### config.mk
export PLATFORM = sky130hd
export DESIGN_NAME = llpm_top
export DESIGN_NICKNAME = d
export VERILOG_FILES = /design/src/verilog/llpm_top.v /design/src/verilog/llpm_phase_sel.v /design/src/verilog/llpm_share.v
export VERILOG_INCLUDE_DIRS = /design/src /design/src/common
export SDC_FILE = /design/constraint.sdc
export NUM_CORES = 1
export LEC_CHECK = 0
export ABC_AREA = 0
export ABC_CLOCK_PERIOD_IN_PS = 26600
export BUFFER_PORTS_ARGS = -buffer_cell sky130_fd_sc_hd__buf_2
export CORE_MARGIN = 5
export CORE_UTILIZATION = 55
export CTS_CLUSTER_DIAMETER = 150
export DETAILED_ROUTE_END_ITERATION = 8
export HOLD_SLACK_MARGIN = 0.05
export MAX_ROUTING_LAYER = met4
export PLACE_DENSITY_LB_ADDON = 0.08
export SLEW_MARGIN = 20
export SYNTH_ARGS = -nofsm -noshare
export SYNTH_HDL_FRONTEND = slang
export SYNTH_SLANG_ARGS = --single-unit
### constraint.sdc
create_clock -name clk_i -period 26.6 [get_ports clk_i]
set_clock_uncertainty 0.15 [all_clocks]
set_input_delay 5.32 -clock clk_i [delete_from_list [all_inputs] [get_ports clk_i]]
set_output_delay 5.32 -clock clk_i [all_outputs]
set_load 0.01 [all_outputs]
### src/common/llpm_map.vh
// Purpose: Constants for the light-load phase manager
// Assumes: 20 MHz core clock, 8-bit current samples
// Notes:   Included by bare name; definitions only
`ifndef LLPM_MAP_VH
`define LLPM_MAP_VH

// Wishbone register byte offsets
`define LLPM_REG_CTRL      4'h0
`define LLPM_REG_STATUS    4'h4
`define LLPM_REG_PWMPER    4'h8
`define LLPM_REG_ISHARE    4'hc

// Control register fields
`define LLPM_CTRL_DRVEN    0
`define LLPM_CTRL_HIZ      1
`define LLPM_CTRL_SSDONE   2
`define LLPM_CTRL_RESET    32'h0000_0000

// Data byte of a voltage-set command
`define LLPM_FLAG_BIT      7

// Strategy codes from the strap sense
`define LLPM_STRAT_NONE    2'h0
`define LLPM_STRAT_CUT1    2'h1
`define LLPM_STRAT_CUT2    2'h2

// PWM period in clocks (20 MHz / 150 kHz, rounded down)
`define LLPM_OSC_KHZ       150
`define LLPM_CLK_KHZ       20000
`define LLPM_PER_RESET     8'h85

`endif

### src/verilog/llpm_top.v
// Purpose: Light-load phase manager of a multiphase core regulator
// Assumes: Serial VID receiver delivers decoded data bytes
// Notes:   Analog sensing outside; samples arrive digitised
//
// The Wishbone slave port and the register offsets were left to the implementer.
`timescale 1ns/10ps
`include "llpm_map.vh"

module llpm_top (
    input  wire        clk_i,                   // Core clock, 20 MHz
    input  wire        rst_i,                   // Synchronous reset
    // Wishbone slave
    input  wire        wb_cyc_i,                // Cycle
    input  wire        wb_stb_i,                // Strobe
    input  wire        wb_we_i,                 // Write enable
    input  wire [3:0]  wb_adr_i,                // Byte address
    input  wire [3:0]  wb_sel_i,                // Byte lanes
    input  wire [31:0] wb_dat_i,                // Write data
    output reg  [31:0] wb_dat_o,                // Read data
    output reg         wb_ack_o,                // Acknowledge
    // Serial VID link, decoded
    input  wire        vid_cmd_i,               // Voltage-set command pulse
    input  wire        vid_core_i,              // Command addresses core
    input  wire        vid_nb_i,                // Command addresses northbridge
    input  wire [7:0]  vid_data_i,              // Data byte
    input  wire        serial_vid_clock_i,      // Clock line level
    input  wire        serial_vid_data_i,       // Data line level
    input  wire        cpu_power_ok_i,          // CPU power ok
    input  wire        overvoltage_fixmode_pin_n_i, // Low enters fixed mode
    input  wire        vid_transition_i,        // On-the-fly move in progress
    input  wire        drv_hiz_pwm_i,           // Drivers tri-state via PWM
    // Power-save pin
    input  wire [1:0]  strat_sense_i,           // Divider sense on pin
    input  wire        power_save_pin_i,        // Pin level (unused by logic)
    output wire        power_save_pin_o,        // Pin drive value (low)
    output wire        power_save_pin_oe_o,     // Pin pulled low
    // Phases
    input  wire [3:0]  pwm_strap_gnd_i,         // PWM pin strapped to ground
    input  wire [31:0] phase_current_info_i,    // Four current samples
    output reg  [3:0]  phase_pwm_out_o,         // PWM levels
    output reg  [3:0]  phase_pwm_oe_o,          // PWM driven (low = HiZ)
    output reg         driver_enable_out_o,     // Core driver enable
    output reg         nb_pwm_oe_o,             // Northbridge PWM driven
    output reg         nb_driver_enable_o,      // Northbridge driver enable
    output reg         power_good_out_o,        // Power good
    output reg         fixed_mode_o,            // Fixed-voltage mode
    output reg         serial_mode_o,           // Serial VID mode
    output reg  [1:0]  fixed_code_o,            // Static code in fixed mode
    output reg  [6:0]  core_vid_o,              // Core VID code
    output reg  [6:0]  nb_vid_o,                // Northbridge VID code
    output reg  [7:0]  average_phase_current_o, // Average reference
    output reg  [35:0] share_trim_o             // Per-phase duty trims
);

    // One-hot sequencer states
    localparam [2:0] ST_OFF  = 3'b001;          // Drivers off
    localparam [2:0] ST_SOFT = 3'b010;          // Soft-start
    localparam [2:0] ST_RUN  = 3'b100;          // Regulating

    localparam integer PER_MAX = `LLPM_CLK_KHZ / `LLPM_OSC_KHZ; // Clocks per period

    reg  [2:0]  state;          // Sequencer
    reg  [2:0]  next_state;     // Next sequencer
    reg  [31:0] ctrl;           // Control register
    reg  [7:0]  pwm_per;        // PWM period, clocks
    reg  [7:0]  pwm_cnt;        // Period counter
    reg         flag_n;         // Received flag, active low
    reg  [1:0]  strategy;       // Latched strategy
    reg  [2:0]  cfg_phases;     // Strapped count
    reg  [2:0]  act_n;          // Working count in force
    reg  [7:0]  duty;           // Shared duty, clocks
    wire [2:0]  sel_n;          // Proposed working count
    wire [7:0]  avg;            // Average from sharer
    wire [35:0] trim;           // Trims from sharer
    wire        boundary;       // End of PWM period
    wire        save;           // Power-save in effect
    wire        wb_req;         // Bus request
    wire [3:0]  en_mask;        // Working phase mask
    integer     k;              // Loop index

    // Count phases from straps
    function [2:0] strap_count;
        input [3:0] gnd;
        begin
            if (gnd[2])
                strap_count = 3'h2;
            else if (gnd[3])
                strap_count = 3'h3;
            else
                strap_count = 3'h4;
        end
    endfunction

    // Low-order phases mask
    function [3:0] count_mask;
        input [2:0] n;
        begin
            count_mask = (4'h1 << n) - 4'h1;
        end
    endfunction

    assign wb_req   = wb_cyc_i & wb_stb_i;
    assign boundary = (pwm_cnt == pwm_per - 8'h01);
    assign en_mask  = count_mask(act_n);
    // Save only while regulating; start-up uses all phases
    assign save     = ~flag_n & (state == ST_RUN);

    // Open-drain pin: low when flag asserted or drivers off
    assign power_save_pin_o    = 1'b0;
    assign power_save_pin_oe_o = ~(flag_n & driver_enable_out_o);

    // Wishbone slave, one wait state
    always @(posedge clk_i) begin
        if (rst_i) begin
            wb_ack_o <= 1'b0;
            wb_dat_o <= 32'h0;
            ctrl     <= `LLPM_CTRL_RESET;
            pwm_per  <= `LLPM_PER_RESET;
        end else begin
            wb_ack_o <= wb_req & ~wb_ack_o;
            if (wb_req & ~wb_ack_o) begin
                if (wb_we_i) begin
                    if (wb_adr_i == `LLPM_REG_CTRL) begin
                        if (wb_sel_i[0])
                            ctrl[7:0] <= wb_dat_i[7:0];
                    end else if (wb_adr_i == `LLPM_REG_PWMPER) begin
                        if (wb_sel_i[0] && wb_dat_i[7:0] > 8'h03)
                            pwm_per <= wb_dat_i[7:0];
                    end
                    wb_dat_o <= 32'h0;
                end else if (wb_adr_i == `LLPM_REG_CTRL) begin
                    wb_dat_o <= ctrl;
                end else if (wb_adr_i == `LLPM_REG_STATUS) begin
                    wb_dat_o <= {16'h0, en_mask, 1'b0, act_n, strategy,
                                 fixed_mode_o, flag_n, 1'b0, state};
                end else if (wb_adr_i == `LLPM_REG_PWMPER) begin
                    wb_dat_o <= {24'h0, pwm_per};
                end else if (wb_adr_i == `LLPM_REG_ISHARE) begin
                    wb_dat_o <= {24'h0, average_phase_current_o};
                end else begin
                    wb_dat_o <= 32'h0;
                end
            end
        end
    end

    // Capture flag and codes from voltage-set commands
    always @(posedge clk_i) begin
        if (rst_i) begin
            flag_n     <= 1'b1;
            core_vid_o <= 7'h00;
            nb_vid_o   <= 7'h00;
        end else if (fixed_mode_o) begin
            // Lines read as a static code, followed live
            core_vid_o <= {5'h00, fixed_code_o};
            nb_vid_o   <= {5'h00, fixed_code_o};
        end else if (vid_cmd_i) begin
            // Flag is bit seven, active low
            flag_n <= vid_data_i[`LLPM_FLAG_BIT];
            if (vid_core_i)
                core_vid_o <= vid_data_i[6:0];
            // Northbridge code only; flag never touches it
            if (vid_nb_i)
                nb_vid_o <= vid_data_i[6:0];
        end
    end

    // Fixed-voltage mode tracking
    always @(posedge clk_i) begin
        if (rst_i) begin
            fixed_mode_o  <= 1'b0;
            serial_mode_o <= 1'b0;
            fixed_code_o  <= 2'h0;
        end else begin
            fixed_mode_o  <= ~overvoltage_fixmode_pin_n_i;
            serial_mode_o <= ~overvoltage_fixmode_pin_n_i | cpu_power_ok_i;
            fixed_code_o  <= {serial_vid_clock_i, serial_vid_data_i};
        end
    end

    // Sequencer next state
    always @* begin
        next_state = state;
        case (state)
            ST_OFF:  if (ctrl[`LLPM_CTRL_DRVEN]) next_state = ST_SOFT;
            ST_SOFT: if (ctrl[`LLPM_CTRL_SSDONE]) next_state = ST_RUN;
            ST_RUN:  if (!ctrl[`LLPM_CTRL_DRVEN]) next_state = ST_OFF;
            default: next_state = ST_OFF;
        endcase
    end

    // Sequencer, strap and strategy latch
    always @(posedge clk_i) begin
        if (rst_i) begin
            state            <= ST_OFF;
            strategy         <= `LLPM_STRAT_NONE;
            cfg_phases       <= 3'h4;
            power_good_out_o <= 1'b0;
        end else begin
            state            <= next_state;
            power_good_out_o <= (next_state == ST_RUN);
            if (state == ST_OFF)
                cfg_phases <= strap_count(pwm_strap_gnd_i);
            // Strategy stored as power-good rises
            if (state == ST_SOFT && next_state == ST_RUN)
                strategy <= strat_sense_i;
        end
    end

    llpm_phase_sel u_sel (
        .cfg_phases_i  (cfg_phases),
        .strategy_i    (strategy),
        .save_i        (save),
        .drv_hiz_pwm_i (drv_hiz_pwm_i),
        .act_phases_o  (sel_n)
    );

    // Working count at period boundary, frozen in transitions
    always @(posedge clk_i) begin
        if (rst_i) begin
            act_n   <= 3'h4;
            pwm_cnt <= 8'h00;
            duty    <= 8'h00;
        end else begin
            pwm_cnt <= boundary ? 8'h00 : pwm_cnt + 8'h01;
            if (state != ST_RUN)
                act_n <= cfg_phases;
            else if (boundary && !vid_transition_i)
                act_n <= sel_n;
            if (boundary)
                duty <= pwm_per >> 1;
        end
    end

    // Evenly spaced phase PWM; dropped phases floated
    always @(posedge clk_i) begin
        if (rst_i) begin
            phase_pwm_out_o     <= 4'h0;
            phase_pwm_oe_o      <= 4'h0;
            driver_enable_out_o <= 1'b0;
            nb_pwm_oe_o         <= 1'b0;
            nb_driver_enable_o  <= 1'b0;
        end else begin
            // Enable held through reduction; section HiZ drops it
            driver_enable_out_o <= (state != ST_OFF) & ~ctrl[`LLPM_CTRL_HIZ];
            phase_pwm_oe_o      <= (state != ST_OFF && !ctrl[`LLPM_CTRL_HIZ]) ?
                                   en_mask : 4'h0;
            // Northbridge follows enable only
            nb_driver_enable_o  <= (state != ST_OFF);
            nb_pwm_oe_o         <= (state != ST_OFF);
            for (k = 0; k < 4; k = k + 1) begin
                phase_pwm_out_o[k] <= en_mask[k] &&
                    ((({2'h0, pwm_cnt} + {2'h0, pwm_per / {5'h0, act_n}} * k[9:0])
                      % {2'h0, pwm_per}) < {2'h0, duty});
            end
        end
    end

    // Sharing divides by working phases
    llpm_share u_share (
        .clk_i  (clk_i),
        .rst_i  (rst_i),
        .cur_i  (phase_current_info_i),
        .en_i   (en_mask),
        .n_i    (act_n),
        .avg_o  (avg),
        .trim_o (trim)
    );

    // Register sharing results
    always @(posedge clk_i) begin
        if (rst_i) begin
            average_phase_current_o <= 8'h00;
            share_trim_o            <= 36'h0;
        end else begin
            average_phase_current_o <= avg;
            share_trim_o            <= trim;
        end
    end

endmodule // llpm_top

### src/verilog/llpm_phase_sel.v
// Purpose: Enabled-phase set from strap count, strategy and flag
// Assumes: Count 2..4, strategy from strap latch
// Notes:   Pure combinational
`timescale 1ns/10ps
`include "llpm_map.vh"

module llpm_phase_sel (
    input  wire [2:0] cfg_phases_i,   // Strapped phase count
    input  wire [1:0] strategy_i,     // Latched strategy
    input  wire       save_i,         // Power-save active
    input  wire       drv_hiz_pwm_i,  // Drivers tri-state via PWM only
    output reg  [2:0] act_phases_o    // Working phase count
);

    // Drop highest phases; floor of one
    always @* begin
        act_phases_o = cfg_phases_i;
        if (save_i) begin
            if (strategy_i == `LLPM_STRAT_CUT1) begin
                act_phases_o = cfg_phases_i - 3'h1;
            end else if (strategy_i == `LLPM_STRAT_CUT2) begin
                act_phases_o = (cfg_phases_i > 3'h2) ? cfg_phases_i - 3'h2 : 3'h1;
            end
            // Single phase only from three when PWM tri-states the driver
            if (drv_hiz_pwm_i && act_phases_o == 3'h1 && cfg_phases_i != 3'h3) begin
                act_phases_o = 3'h2;
            end
        end
    end

endmodule // llpm_phase_sel

### src/verilog/llpm_share.v
// Purpose: Average-current reference and per-phase trim
// Assumes: Four 8-bit current samples
// Notes:   Divide by working phase count
`timescale 1ns/10ps

module llpm_share (
    input  wire        clk_i,       // Core clock
    input  wire        rst_i,       // Synchronous reset
    input  wire [31:0] cur_i,       // Four 8-bit current samples
    input  wire [3:0]  en_i,        // Working phase mask
    input  wire [2:0]  n_i,         // Working phase count
    output reg  [7:0]  avg_o,       // Average current reference
    output reg  [35:0] trim_o       // Four 9-bit signed errors
);

    reg [9:0] sum;                  // Sum over working phases
    reg [9:0] avg;                  // Quotient
    integer   k;                    // Loop index

    // Sum working phases and divide
    always @* begin
        sum = 10'h000;
        for (k = 0; k < 4; k = k + 1) begin
            if (en_i[k]) begin
                sum = sum + {2'h0, cur_i[k*8 +: 8]};
            end
        end
        case (n_i)
            3'h2:    avg = sum >> 1;
            3'h3:    avg = sum / 10'h003;
            3'h4:    avg = sum >> 2;
            default: avg = sum;
        endcase
    end

    // Register average and per-phase errors
    always @(posedge clk_i) begin
        if (rst_i) begin
            avg_o  <= 8'h00;
            trim_o <= 36'h0;
        end else begin
            avg_o <= avg[7:0];
            for (k = 0; k < 4; k = k + 1) begin
                trim_o[k*9 +: 9] <= en_i[k] ?
                    ({1'b0, avg[7:0]} - {1'b0, cur_i[k*8 +: 8]}) : 9'h000;
            end
        end
    end

endmodule // llpm_share

**Word-level counts from Yosys, hierarchy flattened**

Index checks and enable logic that the tools add are counted.

- Register bits after elaboration: 193
- Logic and storage cells: 155

- Multiplexer cells: 30
- Shift-type cells: 1
- Equality and inequality tests: 17
- Order comparisons: 6
- $add $sub $neg: 15
- Reduce and logical (&&, ||, !) cells: 31
- Multiply operators: 1
- Div/mod/pow operators: 6
- Bitwise gates (word level): 18

Operators with widths:

| kind | count |
|---|---|
| $mux 16 | 3 |
| $lt 10x7->1 | 4 |
| $mux 3 | 13 |
| $sub 8x8->9 | 4 |
| $mod 10x8->10 | 3 |
| $mux 10 | 3 |
| $mux 8 | 3 |
| $pmux 8 s3 | 1 |
| $add 10x8->10 | 2 |
| $add 8x8->9 | 2 |
| $reduce_or 2->1 | 7 |
| $mux 2 | 6 |
| $not 1->1 | 12 |
| $add 8x10->10 | 1 |
| $add 8x9->10 | 1 |
| $div 10x2->10 const B | 1 |
| $logic_and 1x1->1 | 10 |
| $mod 8x8->10 | 1 |
| $mul 8x2->10 const B | 1 |
| $reduce_and 2->1 | 5 |
| $eq 3x2->1 const B | 3 |
| $eq 3x3->1 const B | 3 |
| $pmux 3 s3 | 1 |
| $add 8x1->8 const B | 1 |
| 24 further kinds | 34 |

**Logic depth before layout (Yosys ltp)**

- Word-level depth: 12
- Depth in mapped cells: 144
- Mapped depth without buffers: 143

**Modules after synthesis**

Synthesis repeated with hierarchy kept, for this count alone.

- Cells, all modules: 2929
- Area total of the unflattened synthesis: 23277.3 um^2

Modules (own cells, without submodules):

| module | cells an instance | area an instance (um^2) | sequential area each (um^2) | instances |
|---|---|---|---|---|
| llpm_top | 2254 | 18092.4 | 2642.5 | 1 |
| llpm_share | 642 | 4942.2 | 880.8 | 1 |
| llpm_phase_sel | 33 | 242.7 | 0.0 | 1 |

**Least setup slack after synthesis**

Ideal clock, no wire load.

- Kind: flip-flop to flip-flop
- Start: register act_n[0]
- End: register phase_pwm_out_o[2]
- Slack: 0.570 ns
- Period minus slack after synthesis: 26.030 ns
- Stages on the path, launching flop included: 134
- Arrival: 25.784 ns
- Required time: 26.355 ns
- Cells stage by stage: dfxtp_1 > inv_2 > clkbuf_1 > ha_1 > or3b_1 > a22oi_1 > ha_1 > a21oi_1 > nor2_1 > o21a_1 > ha_1 > o21a_1 > o21ai_0 > nand2b_1 > a21oi_1 > ha_1 > o21a_1 > o21a_1 > [... 98 more ...] > clkbuf_1 > buf_2 > o21ai_0 > ha_1 > a21o_1 > a21oi_1 > nor2_1 > a211oi_1 > o21ai_0 > nor2_1 > buf_2 > mux2_2 > ha_1 > and4_1 > a211oi_1 > nand2_1 > a211o_1 > a221oi_1

- Word-level cells in the longest chain between the ends: 5
- Elaborated cells on any way between the ends: 7

Ends and longest elaborated chain:

| what | RTL line | source |
|---|---|---|
| start: declaration | llpm_top.v:70 | `reg [2:0] act_n;` |
| start signal: assignment | llpm_top.v:227 | `act_n <= cfg_phases;` |
| start signal: assignment | llpm_top.v:229 | `act_n <= sel_n;` |
| $div 8x3->8 | llpm_top.v:253 | `((({2'h0, pwm_cnt} + {2'h0, pwm_per / {5'h0, act_n}} * k[9:0])` |
| $add 8x9->10 | llpm_top.v:253 |  |
| $mod 10x8->10 | llpm_top.v:254 | `% {2'h0, pwm_per}) < {2'h0, duty});` |
| $lt 10x7->1 | llpm_top.v:254 |  |
| $logic_and 1x1->1 (*) | llpm_top.v:252 | `phase_pwm_out_o[k] <= en_mask[k] &&` |
| end signal: indexed assignment | llpm_top.v:252 |  |
| end: declaration | llpm_top.v:40 | `output reg [3:0] phase_pwm_out_o,` |

Every way passes the cells marked *; elsewhere a longest branch is shown, timed or not.
A chain may end at the register's enable or synchronous reset.

**Worst setup path in the final report**

- Start: register pwm_per[7]
- End: register phase_pwm_out_o[2]

- Word-level cells in the longest chain between the ends: 5

Ends and longest elaborated chain:

| what | RTL line | source |
|---|---|---|
| start: declaration | llpm_top.v:65 | `reg [7:0] pwm_per;` |
| start signal: assignment | llpm_top.v:118 | `` pwm_per <= `LLPM_PER_RESET; `` |
| start signal: assignment | llpm_top.v:128 | `pwm_per <= wb_dat_i[7:0];` |
| $div 8x3->8 | llpm_top.v:253 |  |
| $add 8x9->10 | llpm_top.v:253 |  |
| $mod 10x8->10 (*) | llpm_top.v:254 |  |
| $lt 10x7->1 (*) | llpm_top.v:254 |  |
| $logic_and 1x1->1 (*) | llpm_top.v:252 |  |

Marks and branches as above.

==> results.txt <==
Outcome = finished clean
Post-synthesis sequential area ratio = 15.80%
Design area = 25,230 sq um
Clk_lat worst skew = 0.47 ns
Clk sink count = 176
Largest net degree at the start of global routing = 93
DIE AREA = 44,680 sq um
Max_slew headroom = 29.13%
P&R area growth vs syn = 13.13%
Synth top area cells = ha_1 (19%), dfxtp_1 (16%), nor2_1 (4.7%)
Die Wd = 211.4 um
Mapped Area = 22,310 sq um
CTS Buf Count = 17
Count of final max-slew check failures = 0
Maxcap violations = 0
Vias in the first global route = 20,387
Clock buffer depth = 2
Non-Filler Instances = 3,588
Core Rows = 73
DRT iter0 DRCs = 1,624
HP Class = register to register
Root Driver = clkbuf_16
Max incr delay on CP = 0.45 ns
Fmax = 0.03937 GHz
GRT Overall Usage = 29.57%
CTS tree = built
Clk slew on worst S/H paths = 0.09 ns
CP most frequent cell = o21a_1
HPWL Detailed = 51,550 um
Pre-CTS setup slack = -1.026 ns
EDFF count, synth = 0
Worst Path Required = 26.85 ns
Worst setup startpoint = pwm_per[7]
YS warnings = 0
Worst-Margin Slew = 1.058 ns
Min Hold Slack = 0.2703 ns
Initial antenna violation count = 2
Top FF cell, synth = dfxtp_1
Dpl cell area = 23,730 sq um
CP Max Fanout = 9
I/O pin total = 210
Fin crit share = 95.50%
Vias = 21,827
Post-DR vias/cell = 6.083
Worst R2R Start = pwm_per[7]
Final worst setup slack = 1.198 ns
Most frequent cells in the layout = ha_1 (339), nor2_1 (271), dfxtp_1 (175)
Worst path arrival time = 25.65 ns
Syn Inst Count = 2,842
Initial Utilization = 55.89%
Area share of the largest cell type after synthesis = 19.35%
Yosys reg bits = 176
CP Launch Type = register
Commonest non-fill, non-tap cell in the layout = ha_1
Placed Cells = 3,495
Share of post-route cells with drive strength above 1 = 17.25%
CP endpoint kind = register
Crit Path Category = register to register
Core box area = 39,910 sq um
Async S/R FF share, synth = 0%
Hold Crit Start = u_share.avg_o[2]
Minimum clock period = 25.40 ns
Wire per inst = 18.92 um
Pre-Repair DR Iteration Count = 6
# setup viols final = 0
Yosys top cell by area = ha_1
Total grt overflow = 0
Final Wtd Congestion = 0.9601
First-pass GRT wire length = 104,800 um
H-tree depth = 4
Final antenna-violating net count = 0
Die Y = 211.4 um
Final #Nets = 3,515
Fin. Hold Viols = 0
Remaining DRCs = 0
Syn avg cell area = 7.849 sq um
IO buf count = 161
Crit-path slowest cell = o221ai_1
Netlist cell types = 105
Drt total wl = 67,880 um
[state kept, by name, summed over array words and instances (netlist names), 7 cells and up]
| register | cells |
|---|---|
| share_trim_o | 36 |
| u_share.trim_o | 36 |
| wb_dat_o | 15 |
| average_phase_current_o | 8 |
| ctrl | 8 |
| pwm_cnt | 8 |
| pwm_per | 8 |
| u_share.avg_o | 8 |
| core_vid_o | 7 |
| duty | 7 |
| nb_vid_o | 7 |
[logic make-up (layout without fill, tap and decap cells)]
kind of cell | after synthesis | count (layout) | share of synthesized area [%]
buffers and inverters | 269 | 470 | 5.054
xor gates and xnor gates | 122 | 122 | 4.824
AOI/OAI and AO/OA | 863 | 863 | 26.19
other | 1 | 21 | 0.01681
muxes | 129 | 129 | 6.378
adders and majority gates | 366 | 366 | 21.24
DFF | 176 | 176 | 15.80
and+or+nand+nor | 916 | 916 | 20.50
[what timing repair did]
item,4_1_cts,5_1_grt
pin swaps,5,44
cloned,0,1
setup endpoints to repair,3,3
setup buffers,15,43
hold buffers,0,0
resized for setup,29,108
[worst paths after layout]
path	depth (start not counted)	end	slack, ns
max reg2reg	126	phase_pwm_out_o[2]	1.20
max	126	phase_pwm_out_o[2]	1.20
min	1	average_phase_current_o[2]	0.27
min reg2reg	1	average_phase_current_o[2]	0.27
[metal layers]
layer / global-route usage, % / routed length, um / vias up
li1: - / - / 10806
met1: 40.21 / 31460 / 10256
met2: 45.72 / 30370 / 662
met3: 4.372 / 4288 / 103
met4: 8.952 / 1755 / 0
met5: - / 0 / -
[worst max-delay path, delay by kind of cell (launching register included)]
kind | cells | cell delay [ns]
AND/OR/NAND/NOR | 30 | 4.67
buffers and inverters | 6 | 0.79
adder cells (fa/ha/maj) | 21 | 5.88
flip-flops | 1 | 0.36
multiplexers | 6 | 1.82
AO/OA/AOI/OAI | 63 | 11.62
[synth_stat cells (25+ instances only)]
cell,count
dfxtp_1,176
nor2b_1,88
o211ai_1,25
o21ai_0,168
a211oi_1,48
mux2_2,67
nor2_1,279
a21oi_1,170
inv_1,162
xor2_1,48
nand2_1,162
or3_1,36
xnor2_1,73
clkbuf_1,63
nand3_1,45
ha_1,345
o21a_1,133
nand2b_1,40
mux2i_1,57
o31ai_1,29
nor3_1,126
a21o_1,98
[stage by stage]
step	util [%]	TNS, ns
3_3_place_gp	59.45	-0.1929
6_report	63.22	0
5_1_grt	63.22	-0.6400
3_5_place_dp	59.46	-2.613
4_1_cts	61.48	0
2_1_floorplan	-	0
[area by class of cell]
type	count	area (sq um)
diodes	2	5.005
multi-input cells	2415	18180
fillers	3473	14680
clock buffers	19	442.9
clock inverters	13	141.4
flip-flops and latches	176	3525
well taps	525	656.9
repair buffers	273	1660
inverters	165	619.3
Power is not shown: default switching activity piles up to over one toggle a cycle in this logic, so the estimate is an artifact.
